--- src/hdl/dbg_id_cfg.svh ---
// Constants for the debug identification and integration-test block.
// Assumes inclusion by bare name from design files; definitions only.
`ifndef DBG_ID_CFG_SVH
`define DBG_ID_CFG_SVH

// Byte offsets inside the 4 KB debug register page
`define OFF_PERIPH_ID_BYTE4 12'hfd0
`define OFF_RSVD_FIRST 12'hfd4
`define OFF_RSVD_MID 12'hfd8
`define OFF_RSVD_LAST 12'hfdc
`define OFF_PERIPH_ID_BYTE0 12'hfe0
`define OFF_PERIPH_ID_BYTE1 12'hfe4
`define OFF_PERIPH_ID_BYTE2 12'hfe8
`define OFF_PERIPH_ID_BYTE3 12'hfec
`define OFF_COMPONENT_ID_BYTE0 12'hff0
`define OFF_COMPONENT_ID_BYTE1 12'hff4
`define OFF_COMPONENT_ID_BYTE2 12'hff8
`define OFF_COMPONENT_ID_BYTE3 12'hffc
`define OFF_PIN_DRIVE 12'hef8
`define OFF_PIN_SAMPLE 12'hefc
`define OFF_MODE_CTRL 12'hf00

// Fixed identification content
`define COMPONENT_ID_BYTE0_VAL 8'h0d
`define COMPONENT_ID_BYTE1_VAL 8'h90
`define COMPONENT_ID_BYTE2_VAL 8'h05
`define COMPONENT_ID_BYTE3_VAL 8'hb1
`define PERIPH_ID_BYTE2_FIXED_ONE 1'b1
`define PERIPH_ID_BYTE3_LOW_VAL 4'h0
`define PERIPH_ID_BYTE4_BLOCKS_VAL 4'h0

// Field positions of the integration registers
`define DRV_RESTART_BIT 9
`define DRV_PERF_BIT 4
`define DRV_ACK_BIT 0
`define SMP_RESTART_BIT 11
`define SMP_FAST_BIT 2
`define SMP_NORMAL_BIT 1
`define SMP_HALT_BIT 0
`define MODE_SEL_BIT 0

// Reset values
`define WORD_RST 32'h0000_0000
`define MODE_RST 1'b0
`define PIN_RST 1'b0

`endif

--- src/hdl/dbg_id_pkg.sv ---
// Types shared by the debug identification block.
// Assumes nothing of its surroundings.
package dbg_id_pkg;
   typedef logic [31:0] word_t;
   typedef enum {SEL_NONE, SEL_ID, SEL_DRIVE, SEL_SAMPLE, SEL_CTRL} reg_sel_t;
endpackage

--- src/hdl/debug_id_integration_regs.sv ---
// Debug identification registers and integration-test pin access.
// Assumes an APB3 master on the debug register port, clk at 25 MHz,
// and that the tapped pins are synchronous to clk.
//
// Notes on behaviour
// Identification registers are read-only; writes never change returned values.
// Identification data sits in bits 7:0; bits 31:8 read zero.
// Peripheral ID 4 at 0xfd0, peripheral ID 0 to 3 at 0xfe0 to 0xfec.
// Words 0xfd4 to 0xfdc are reserved and read as zero.
// Peripheral ID 0 returns part number bits 7:0.
// Peripheral ID 1 returns identity code low nibble and part number bits 11:8.
// Peripheral ID 2 returns revision, a fixed one, identity code bits 6:4.
// Peripheral ID 3 returns metal-fix revision above four zero bits.
// Peripheral ID 4 returns zero block count and continuation code.
// Component ID 0 to 3 at 0xff0 to 0xffc return fixed preamble bytes.
// Debugger sets the mode bit before using the integration registers.
// In integration mode a drive write sets restart-done, perf-interrupt, acknowledge pins.
// In integration mode a sample read returns restart, interrupt and halt inputs.
// Debugger applies all intended pin changes in one register write.
// Mode control bit 0 selects normal (0) or integration (1); others reserved.
// Debugger enters integration mode only after the core halts.
// System is reset after integration testing before normal use.
// With integration mode clear, output pins follow their functional sources.
`timescale 1ns/1ps
`include "dbg_id_cfg.svh"
module debug_id_integration_regs
   import dbg_id_pkg::*;
#(
   parameter logic [11:0] PART_NUMBER = 12'h2a7, // Arbitrary value
   parameter logic [6:0] JEDEC_ID = 7'h5e, // Arbitrary value
   parameter logic [3:0] JEDEC_CONT = 4'h6, // Arbitrary value
   parameter logic [3:0] REVISION = 4'h2, // Arbitrary value
   parameter logic [3:0] METAL_FIX = 4'h0 // Arbitrary value
) (
   input wire logic clk,
   input wire logic srst,
   input wire logic psel,
   input wire logic penable,
   input wire logic pwrite,
   input wire logic [11:2] paddr,
   input wire logic [31:0] pwdata,
   output logic [31:0] prdata,
   output logic pready,
   output logic pslverr,
   input wire logic func_restart_done,
   input wire logic func_perf_intr,
   input wire logic func_debug_ack,
   input wire logic restart_request_in,
   input wire logic normal_intr_in_n,
   input wire logic fast_intr_in_n,
   input wire logic ext_halt_request_in,
   output logic restart_done_out,
   output logic perf_monitor_intr_out,
   output logic debug_state_ack_out,
   output logic integration_select
);

   ////////////////////////////////////////////////////////////////////////////
   // Bus decode

   logic [11:0] addr_byte;
   logic access;
   logic rd_access;
   logic wr_access;
   logic id_hit;
   logic [7:0] id_byte;
   reg_sel_t sel;
   word_t read_word;
   word_t sample_word;
   logic [2:0] drive;
   logic [2:0] next_drive;
   logic next_mode;
   logic [2:0] pin_value;

   // Word-aligned byte address; low two bits are never presented
   assign addr_byte = {paddr, 2'b00};

   // Commit cycle: one wait state, pready answers at the next edge
   assign access = psel && penable && !pready;
   assign rd_access = access && !pwrite;
   assign wr_access = access && pwrite;

   // Identification table, constants only
   id_rom #(
      .PART_NUMBER(PART_NUMBER),
      .JEDEC_ID(JEDEC_ID),
      .JEDEC_CONT(JEDEC_CONT),
      .REVISION(REVISION),
      .METAL_FIX(METAL_FIX)
   ) u_id_rom (
      .addr(addr_byte),
      .hit(id_hit),
      .id_byte(id_byte)
   );

   // Register select; identification area wins over everything
   always_comb begin
      if (id_hit) begin
         sel = SEL_ID;
      end else begin
         case (addr_byte)
            `OFF_PIN_DRIVE: sel = SEL_DRIVE;
            `OFF_PIN_SAMPLE: sel = SEL_SAMPLE;
            `OFF_MODE_CTRL: sel = SEL_CTRL;
            default: sel = SEL_NONE;
         endcase
      end
   end

   ////////////////////////////////////////////////////////////////////////////
   // Integration mode and drive register

   // Mode bit; reserved bits of the write are dropped
   always_comb begin
      if (wr_access && sel == SEL_CTRL) begin
         next_mode = pwdata[`MODE_SEL_BIT];
      end else begin
         next_mode = integration_select;
      end
   end

   // Whole word lands at once so the three pins move together
   always_comb begin
      if (wr_access && sel == SEL_DRIVE && integration_select) begin
         next_drive = {pwdata[`DRV_RESTART_BIT], pwdata[`DRV_PERF_BIT],
                       pwdata[`DRV_ACK_BIT]}; // see R12
      end else if (!next_mode) begin
         next_drive = {3{`PIN_RST}}; // Stale overrides never reappear on re-entry
      end else begin
         next_drive = drive;
      end
   end

   // Mode register
   always_ff @(posedge clk) begin
      if (srst) begin
         integration_select <= `MODE_RST;
      end else begin
         integration_select <= next_mode;
      end
   end

   // Drive register; writes outside integration mode are dropped
   always_ff @(posedge clk) begin
      if (srst) begin
         drive <= {3{`PIN_RST}};
      end else begin
         drive <= next_drive;
      end
   end

   // Pin flops share the edge with the register update
   pin_drive u_pin_drive (
      .clk(clk),
      .srst(srst),
      .next_mode(next_mode),
      .next_drive(next_drive),
      .func_value({func_restart_done, func_perf_intr, func_debug_ack}),
      .pin_value(pin_value)
   );

   assign restart_done_out = pin_value[2];
   assign perf_monitor_intr_out = pin_value[1];
   assign debug_state_ack_out = pin_value[0];

   ////////////////////////////////////////////////////////////////////////////
   // Read path

   // Pins sampled live at the commit edge, no synchroniser needed
   always_comb begin
      sample_word = `WORD_RST;
      sample_word[`SMP_RESTART_BIT] = restart_request_in;
      sample_word[`SMP_FAST_BIT] = fast_intr_in_n;
      sample_word[`SMP_NORMAL_BIT] = normal_intr_in_n;
      sample_word[`SMP_HALT_BIT] = ext_halt_request_in;
   end

   // Read mux; drive register is write-only and reads zero
   always_comb begin
      read_word = `WORD_RST;
      case (sel)
         SEL_ID: read_word = {24'h000000, id_byte};
         SEL_SAMPLE: read_word = integration_select ? sample_word : `WORD_RST;
         SEL_CTRL: read_word = {31'h00000000, integration_select};
         SEL_DRIVE: read_word = `WORD_RST;
         default: read_word = `WORD_RST;
      endcase
   end

   // Read data holds until the next read commits
   always_ff @(posedge clk) begin
      if (srst) begin
         prdata <= `WORD_RST;
      end else if (rd_access) begin
         prdata <= read_word;
      end
   end

   // One-cycle ready pulse per transfer
   always_ff @(posedge clk) begin
      if (srst) begin
         pready <= 1'b0;
      end else begin
         pready <= access;
      end
   end

   // Unmapped offsets answer with an error alongside ready
   always_ff @(posedge clk) begin
      if (srst) begin
         pslverr <= 1'b0;
      end else begin
         pslverr <= access && sel == SEL_NONE;
      end
   end
endmodule

--- src/hdl/id_rom.sv ---
// Constant lookup of identification bytes by byte offset.
// Assumes the caller qualifies the lookup with a read access.
`timescale 1ns/1ps
`include "dbg_id_cfg.svh"
module id_rom #(
   parameter logic [11:0] PART_NUMBER = 12'h2a7, // Arbitrary value
   parameter logic [6:0] JEDEC_ID = 7'h5e, // Arbitrary value
   parameter logic [3:0] JEDEC_CONT = 4'h6, // Arbitrary value
   parameter logic [3:0] REVISION = 4'h2, // Arbitrary value
   parameter logic [3:0] METAL_FIX = 4'h0 // Arbitrary value
) (
   input wire logic [11:0] addr,
   output logic hit,
   output logic [7:0] id_byte
);
   // Pure table; reserved slots hit but return zero
   always_comb begin
      hit = 1'b1;
      id_byte = 8'h00;
      case (addr)
         `OFF_PERIPH_ID_BYTE4: id_byte = {`PERIPH_ID_BYTE4_BLOCKS_VAL, JEDEC_CONT};
         `OFF_RSVD_FIRST, `OFF_RSVD_MID, `OFF_RSVD_LAST: id_byte = 8'h00;
         `OFF_PERIPH_ID_BYTE0: id_byte = PART_NUMBER[7:0];
         `OFF_PERIPH_ID_BYTE1: id_byte = {JEDEC_ID[3:0], PART_NUMBER[11:8]};
         `OFF_PERIPH_ID_BYTE2: id_byte = {REVISION, `PERIPH_ID_BYTE2_FIXED_ONE, JEDEC_ID[6:4]};
         `OFF_PERIPH_ID_BYTE3: id_byte = {METAL_FIX, `PERIPH_ID_BYTE3_LOW_VAL};
         `OFF_COMPONENT_ID_BYTE0: id_byte = `COMPONENT_ID_BYTE0_VAL;
         `OFF_COMPONENT_ID_BYTE1: id_byte = `COMPONENT_ID_BYTE1_VAL;
         `OFF_COMPONENT_ID_BYTE2: id_byte = `COMPONENT_ID_BYTE2_VAL;
         `OFF_COMPONENT_ID_BYTE3: id_byte = `COMPONENT_ID_BYTE3_VAL;
         default: hit = 1'b0;
      endcase
   end
endmodule

--- src/hdl/pin_drive.sv ---
// Output pin flops: functional source or integration override.
// Assumes next_mode and drive values are the register's next state.
`timescale 1ns/1ps
`include "dbg_id_cfg.svh"
module pin_drive (
   input wire logic clk,
   input wire logic srst,
   input wire logic next_mode,
   input wire logic [2:0] next_drive,
   input wire logic [2:0] func_value,
   output logic [2:0] pin_value
);
   // Mux ahead of the flop so the pins are glitch-free
   always_ff @(posedge clk) begin
      if (srst) begin
         pin_value <= {3{`PIN_RST}};
      end else if (next_mode) begin
         pin_value <= next_drive;
      end else begin
         pin_value <= func_value;
      end
   end
endmodule

--- config.mk ---
export PLATFORM = sky130hd
export DESIGN_NAME = debug_id_integration_regs
export DESIGN_NICKNAME = d
export VERILOG_FILES = /design/src/hdl/dbg_id_pkg.sv /design/src/hdl/debug_id_integration_regs.sv /design/src/hdl/id_rom.sv /design/src/hdl/pin_drive.sv
export VERILOG_INCLUDE_DIRS = /design/src /design/src/hdl
export SDC_FILE = /design/constraint.sdc
export NUM_CORES = 1
export LEC_CHECK = 0
export ABC_AREA = 1
export BUFFER_PORTS_ARGS = -buffer_cell sky130_fd_sc_hd__buf_4
export CAP_MARGIN = 20
export CELL_PAD_IN_SITES_DETAIL_PLACEMENT = 0
export CELL_PAD_IN_SITES_GLOBAL_PLACEMENT = 2
export CORE_UTILIZATION = 21
export CTS_BUF_LIST = sky130_fd_sc_hd__clkbuf_2 sky130_fd_sc_hd__clkbuf_4 sky130_fd_sc_hd__clkbuf_8
export DETAILED_ROUTE_END_ITERATION = 8
export PLACE_DENSITY = 0.91
export SYNTH_ARGS = -nofsm -noshare
export SYNTH_HDL_FRONTEND = slang
export SYNTH_SLANG_ARGS = --single-unit
--- constraint.sdc ---
create_clock -name clk -period 2.7 [get_ports clk]
set_input_delay 0.27 -clock clk [delete_from_list [all_inputs] [get_ports clk]]
set_output_delay 0.27 -clock clk [all_outputs]
set_load 0.03 [all_outputs]
==> results of run 1 <==
-- logic make-up (layout without fill, tap and decap cells) --
group                  after synthesis  count (layout)  share of synthesized area
buffers and inverters               53              69                      0.218
AOI/OAI and AO/OA                   16              16                     0.0885
and+or+nand+nor                    118             118                      0.419
DFF                                 18              18                      0.271
other                                1              23                    0.00282
-- area by class of cell --
| type | instances | share of cell area |
|---|---|---|
| Clock buffer | 4 | 0.0332 |
| Tap cell | 75 | 0.0565 |
| Multi-Input combinational cell | 157 | 0.458 |
| Sequential cell | 18 | 0.217 |
| Inverter | 26 | 0.0588 |
| Timing Repair Buffer | 39 | 0.176 |
-- worst max-delay path, delay by kind of cell (launching register included) --
kind	cells	cell delay, ns
and+or+nand+nor	5	1.09
AOI/OAI and AO/OA	1	0.05
buffers and inverters	1	0.08
DFF	1	0.31
-- registers in the layout (all words and copies together) (netlist names) --
signal / flops
pslverr: 1
pready: 1
prdata: 9
drive: 3
integration_select: 1
u_pin_drive.pin_value: 3
-- per-stage QoR --
stage	cells	cell area, um2	power (uW)
4_1_cts	319	1660	633
3_5_place_dp	315	1610	413
6_report	319	1660	622
2_1_floorplan	228	1410	391
5_1_grt	319	1660	658
3_3_place_gp	315	1610	412
-- synth_stat cells --
master / n / area (um2)
o2111ai_1: 1 / 8.76
nor3_1: 2 / 10.0
clkbuf_1: 2 / 7.51
conb_1: 1 / 3.75
o21ai_2: 1 / 8.76
inv_2: 10 / 37.5
buf_2: 1 / 5.00
a21oi_2: 3 / 26.3
a21oi_1: 5 / 25.0
nor2_1: 31 / 116
nor3_2: 1 / 10.0
nand3_2: 2 / 20.0
o21ai_0: 2 / 10.0
nor2_4: 1 / 11.3
inv_1: 16 / 60.1
nand3_1: 18 / 90.1
nand2_1: 39 / 146
nor2_2: 7 / 43.8
nor4_1: 1 / 6.26
o21ai_4: 1 / 16.3
nand4_1: 11 / 68.8
o21bai_1: 3 / 22.5
nand2_2: 3 / 18.8
nand3b_1: 2 / 15.0
buf_4: 24 / 180
dfxtp_1: 18 / 360
-- cell usage in the layout, fill, tap and decap left out, drive strengths merged --
| cell | count |
|---|---|
| nand2 | 42 |
| buf | 39 |
| nor2 | 39 |
| inv | 26 |
| conb | 23 |
| nand3 | 20 |
| dfxtp | 18 |
| nand4 | 11 |
| a21oi | 8 |
| clkbuf | 4 |
| o21ai | 4 |
| o21bai | 3 |
| nor3 | 3 |
| nand3b | 2 |
| nor4 | 1 |
| o2111ai | 1 |
-- power by group through the flow --
stage / registers (uW) / logic, uW / clock network, uW
2_1_floorplan: 286 / 105 / 0
3_3_place_gp: 277 / 135 / 0
3_5_place_dp: 277 / 135 / 0
4_1_cts: 271 / 136 / 226
5_1_grt: 271 / 147 / 239
6_report: 271 / 135 / 216
-- routing by layer --
layer	vias up	global-route usage	routed length, um
met3	0	0.0267	174
li1	690	-	-
met4	0	0.0107	0
met1	581	0.118	1510
met5	-	0	0
met2	36	0.188	1580
-- final timing paths --
kind	endpoint	start	depth (start not counted)
min	u_pin_drive.pin_value[0]$_SDFF_PP0_	func_debug_ack	3
max reg2reg	prdata[6]$_SDFFE_PP0P_	pready$_SDFF_PP0_	7
min reg2reg	prdata[4]$_SDFFE_PP0P_	prdata[4]$_SDFFE_PP0P_	2
max	prdata[6]$_SDFFE_PP0P_	pready$_SDFF_PP0_	7
==> run metrics, run 1 <==
run status complete, no violations; CP peak stage delay around 0.43 ns; sequential standard cell area between 300 and 400 um2; Total Wirelength around 3.3 mm; number of hold violations in the final report 0; critical path type reg -> reg; via count 1307; worst hold margin roughly 0.27 ns; first-pass GRT wire length approximately 5.2 mm; vias in the first global route 1212; data arrival time of the critical path approximately 1.8 ns; Core Box Area between 6000 and 7000 um2; average detailed-routed wire length per instance 10.2 um; proportion of total power due to net switching 0.297; Reg2Reg Setup Slack between 1 and 1.5 ns; internal portion of total power 438 uW; Place WS 1.03 ns; Clk Latency, worst-skew pair 0.25 ns; register bit count reported by yosys 18; clock period minus worst slack around 1.6 ns; average footprint of a synthesized cell 6.45 um2; TritonCTS clock tree yes; number of instances in the synthesized netlist just over 200; maximum vdd ir drop about 0.16 mV; Final Util 0.276; total half-perimeter wirelength after legalization and detailed placement ~2.7 mm; standard-cell row count 28; TritonCTS buffer count 3; cell chain of the critical path inv_1 -> nand4_1 -> nor2_1 -> nand3_1 -> nor2_1 -> a21oi_1 -> nor2_1; Root Driver clkbuf_8; upper clock frequency limit ~630 MHz; Maximum Capacitance Violations 0; initial cell density of the core 0.221; cell area power density between 300 and 400 nW/um2; number of filler instances in the final layout ~700; H-Tree Level Count 1; largest clock skew in the final design 0.00170 ns; clock network fraction of design power 0.347; layout overhead on the synthesized area 25.0%; total number of yosys warnings 0; Congestion Overflow GR 0; share of the clock period used by the worst path after layout 0.587; CTS sink cnt 18; input/output buffers 39; Worst Max-Slew Pin Slew 0.543 ns; layout cell share with drive strength beyond 1 0.295; cell area after technology mapping about 1300 um2; Relative slew margins 0.637; part of the power in registers 0.436; # IOs 92; most frequent cell on the critical path nor2_1; highest-delay cell along the critical path nand4_1; count of hold-fix buffers inserted at cts 0; leakage power of the design about 0.0008 uW; Distinct cells, synth 26; remaining antenna violation count after routing 0; placer congestion estimate 0.851; crit path launch type flop; Final Max Tran Viols 0; final net count 299; Max Fanout on Critical Path 11; path type of the worst min-delay path in -> reg; required time of the worst setup path roughly 2.9 ns; gr usage total 0.101; P_sw ~180 uW; routed vias/inst 4.10; Die ar. roughly 6600 um2; combinational power share 0.217; sequential fraction of the synthesis area 0.271; final setup fails 0; number of setup buffers added after CTS 0; multi-input logic area 761 um2; quantity of gates resized following cts 0; Antenna diodes 0; initial antenna violation count 0; number of search-and-repair iterations in the first detailed-routing pass 4; clock-pin slew on the worst setup and hold paths 0.07 ns; Critical Path End Type flop; number of remaining DRC errors 0; violation count after the first detailed-routing iteration 42; Setup TNS Final 0 ns; die boundary height 81.5 um; worst-case clock buffer depth 2; unrepaired setup endpoints after global routing no; slack of the critical path 1.11 ns; maximum number of pins on one net before global-route repair 18; width of the chip slightly above 80 um
(Power assumes the default switching activity.)
==> inputs of run 2 (changes only) <==
--- a/config.mk
+++ b/config.mk
@@ -6,15 +6,15 @@
 export SDC_FILE = /design/constraint.sdc
 export NUM_CORES = 1
 export LEC_CHECK = 0
-export ABC_AREA = 1
+export ABC_AREA = 0
 export BUFFER_PORTS_ARGS = -buffer_cell sky130_fd_sc_hd__buf_4
 export CAP_MARGIN = 20
 export CELL_PAD_IN_SITES_DETAIL_PLACEMENT = 0
 export CELL_PAD_IN_SITES_GLOBAL_PLACEMENT = 2
-export CORE_UTILIZATION = 21
+export CORE_UTILIZATION = 17
 export CTS_BUF_LIST = sky130_fd_sc_hd__clkbuf_2 sky130_fd_sc_hd__clkbuf_4 sky130_fd_sc_hd__clkbuf_8
 export DETAILED_ROUTE_END_ITERATION = 8
-export PLACE_DENSITY = 0.91
+export PLACE_DENSITY = 0.81
 export SYNTH_ARGS = -nofsm -noshare
 export SYNTH_HDL_FRONTEND = slang
 export SYNTH_SLANG_ARGS = --single-unit
==> constraint.sdc (replaced) <==
create_clock -name clk -period 1.27 [get_ports clk]
set_input_delay 0.127 -clock clk [delete_from_list [all_inputs] [get_ports clk]]
set_output_delay 0.127 -clock clk [all_outputs]
set_load 0.03 [all_outputs]
==> run 2 against run 1 <==
Against the previous run: first-iteration DRC count grew 19%; die area grew 0.82%; the run now ends with negative setup slack left; via count shrank 14%; non-clock buffer count grew 33.
==> run metrics, run 2 <==
library cell with the largest summed area after synthesis dfxtp_1 (unchanged); H-Tree Level Count 1 (unchanged); number of hold violations in the final report 0 (unchanged); top post-synthesis cells by count buf_4, dfxtp_1, nand2_1, nor2_1, inv_1 (was nand2_1, nor2_1, buf_4, dfxtp_1, nand3_1); path type of the worst min-delay path in -> reg (unchanged); number of flip-flops in the largest register 9 (unchanged); source of the worst hold timing path penable (was func_debug_ack); most common cell in the netlist buf_4 (was nand2_1); most frequent standard cell in the layout excluding fill and tap cells buf_4; initial cell density of the core 0.180 (was 0.221); layout cell share with drive strength beyond 1 0.470 (was 0.295); via count 1125 (was 1307); final setup fails 15 (was 0); first-pass GRT wire length 4.89 mm (was 5.20 mm); Core Box Area 6030 um2 (unchanged); crit path launch type flop (unchanged); width of the chip 81.9 um (was 81.5 um); cell chain of the critical path nand4b_1 -> or4_4 -> a211o_1 -> a31oi_1 (was inv_1 -> nand4_1 -> nor2_1 -> nand3_1 -> nor2_1 -> a21oi_1 -> nor2_1); number of remaining DRC errors 0 (unchanged); violation count after the first detailed-routing iteration 50 (was 42); count of hold-fix buffers inserted at cts 0 (unchanged); share of the clock period used by the worst path after layout 1.22 (was 0.587); upper clock frequency limit 645 MHz (was 631 MHz); total half-perimeter wirelength after legalization and detailed placement 2.54 mm (was 2.67 mm); initial antenna violation count 0 (unchanged); # IOs 92 (unchanged); vias in the first global route 1070 (was 1212); Maximum Capacitance Violations 0 (unchanged); number of search-and-repair iterations in the first detailed-routing pass 4 (unchanged); cell area after technology mapping 1080 um2 (was 1330 um2); Die ar. 6700 um2 (was 6650 um2); register bit count reported by yosys 18 (unchanged); CTS sink cnt 18 (unchanged); standard-cell row count 28 (unchanged); Antenna diodes 0 (unchanged); maximum vdd ir drop 0.304 mV (was 0.159 mV); input/output buffers 39 (unchanged); hold path depth 3 (unchanged); Distinct cells, synth 36 (was 26); proportion of register bits with asynchronous set or reset after synthesis 0 (unchanged); clock period minus worst slack 1.55 ns (was 1.59 ns); reg2reg end u_pin_drive.pin_value[2]$_SDFF_PP0_ (was prdata[6]$_SDFFE_PP0P_); leakage power of the design 0.000769 uW (was 0.000804 uW); Root Driver clkbuf_8 (unchanged); Congestion Overflow GR 0 (unchanged); most used cells in the layout excluding fill and tap cells buf_4, conb_1, dfxtp_1, nand2_1, nor2_1 (was nand2_1, buf_4, nor2_1, conb_1); slack of the critical path -0.281 ns (was 1.11 ns); endpoint of the worst hold-timing path pready$_SDFF_PP0_ (was u_pin_drive.pin_value[0]$_SDFF_PP0_); Synth Flop Type dfxtp_1 (unchanged); Placed Area 1630 um2 (was 1610 um2); average footprint of a synthesized cell 8.22 um2 (was 6.45 um2); clock-pin slew on the worst setup and hold paths 0.08 ns (was 0.07 ns); sum of internal, switching and leakage power 1370 uW (was 622 uW); failing checks negative setup slack; Critical Path End Type flop (unchanged); Total Wirelength 3.33 mm (was 3.26 mm); Max Fanout on Critical Path 4 (was 11); layout overhead on the synthesized area 64.4% (was 25.0%); r2r startpoint pready$_SDFF_PP0_ (unchanged); highest-delay cell along the critical path or4_4 (was nand4_1); CP peak stage delay 0.49 ns (was 0.43 ns); Clk Latency, worst-skew pair 0.26 ns (was 0.25 ns); Setup TNS Final -3.02 ns (was 0 ns); dominant cells by area after synthesis dfxtp_1, buf_4, a32oi_1, nand2_1, nor2_1 (was dfxtp_1, buf_4, nand2_1, nor2_1, nand3_1); data arrival time of the critical path 1.75 ns (was 1.78 ns); final net count 257 (was 299); cell area power density 767 nW/um2 (was 375 nW/um2); top register by number of flip-flops prdata (unchanged); remaining antenna violation count after routing 0 (unchanged); TritonCTS clock tree yes (unchanged); Final Max Tran Viols 0 (unchanged); Reg2Reg Setup Slack -0.28 ns (was 1.11 ns); required time of the worst setup path 1.47 ns (was 2.89 ns); final instance area 1780 um2 (was 1660 um2); critical path type reg -> reg (unchanged); fraction of synthesized cell area taken by the top area cell type 0.332 (was 0.271); number of instances in the synthesized netlist 132 (was 206); die boundary height 81.9 um (was 81.5 um); number of enable flip-flop cells after synthesis 0 (unchanged); routed vias/inst 4.06 (was 4.10); total number of yosys warnings 0 (unchanged); placer congestion estimate 0.764 (was 0.851); largest registers in the final layout prdata: 9 flops, drive: 3 flops, u_pin_drive.pin_value: 3 flops (unchanged); run status finished with violations (was complete, no violations); sequential fraction of the synthesis area 0.332 (was 0.271); average detailed-routed wire length per instance 12.0 um (was 10.2 um); largest clock skew in the final design 0.00482 ns (was 0.00170 ns); gr usage total 0.0967 (was 0.101); unrepaired setup endpoints after global routing yes (was no); maximum number of pins on one net before global-route repair 17 (was 18); Worst Reg-to-Reg Cells 4 (was 7); TritonCTS buffer count 3 (unchanged); worst-case clock buffer depth 2 (unchanged)
==> run 2: cell types whose count changed in the layout (fill, tap and decap cells not counted), sizes merged, moves of 4 or more <==
| cell | delta |
|---|---|
| nor2 | -29 |
| inv | -19 |
| nand2 | -31 |
| nand4 | -9 |
| a32oi | +5 |
| buf | +33 |
| nand3 | -16 |
| o21ai | -4 |
==> run 2: per-stage QoR <==
step	utilization	hold WS, ns	setup slack, ns	cells
2_1_floorplan	-	0.196	-0.426	154
3_3_place_gp	0.271	0.388	-0.530	269
3_5_place_dp	0.271	0.398	-0.569	269
4_1_cts	0.284	0.119	-0.353	275
5_1_grt	0.296	0.153	-0.386	277
6_report	0.296	0.138	-0.281	277
==> run 2: repair_timing <==
| item | CTS | global route |
|---|---|---|
| endpoints found under the setup margin | 16 | 17 |
| setup buffers | 2 | 3 |
| gates resized for setup | 4 | 9 |
| pin swaps | 6 | 12 |
| endpoints found under the hold margin | 0 | 0 |
| cloned | 0 | 0 |
==> run 2: final cells by class <==
type	count	area, um2
inverter	7	26.3
clock buffer	4	48.8
sequential	18	365
multi-input combinational	101	697
fill	660	4240
timing repair buffer	72	552
tap	75	93.8
==> run 2: kinds of logic after synthesis <==
kind of cell,Yosys count,synth area share
xor+xnor,1,0.00808
flops,18,0.332
buf+inv,35,0.209
mux,2,0.0185
other cells,1,0.00346
compound gates,28,0.190
simple gates,47,0.239
==> run 2: critical path: cells and delay by family, from the launching register on <==
family | cells | cell delay (ns)
DFF | 1 | 0.34
AOI/OAI and AO/OA | 2 | 0.41
and+or+nand+nor | 2 | 0.73
==> run 2: how the worst max path moves through the flow <==
stage	start	to	slack [ns]
final	pready$_SDFF_PP0_	u_pin_drive.pin_value[2]$_SDFF_PP0_	-0.28
after global routing	pready$_SDFF_PP0_	u_pin_drive.pin_value[2]$_SDFF_PP0_	-0.39
after floorplan	pready$_SDFF_PP0_	u_pin_drive.pin_value[1]$_SDFF_PP0_	-0.43
after global placement	paddr[7]	u_pin_drive.pin_value[0]$_SDFF_PP0_	-0.53
after CTS	pready$_SDFF_PP0_	u_pin_drive.pin_value[2]$_SDFF_PP0_	-0.35
after detailed placement	paddr[7]	u_pin_drive.pin_value[2]$_SDFF_PP0_	-0.57
==> run 2: power by group <==
group	internal (uW)	total, uW	leakage [uW]	switching, uW
Clock	245	455	0.0000262	210
Combinational	131	339	0.000596	208
Sequential	570	573	0.000147	2.75
Total	946	1370	0.000769	421
==> run 2: metal layers <==
layer	wire (um)	track usage	share of wire
met2	1650	0.167	0.49
met4	66	0.0404	0.020
met3	201	0.0233	0.060
met1	1410	0.113	0.42
met5	0	0	0
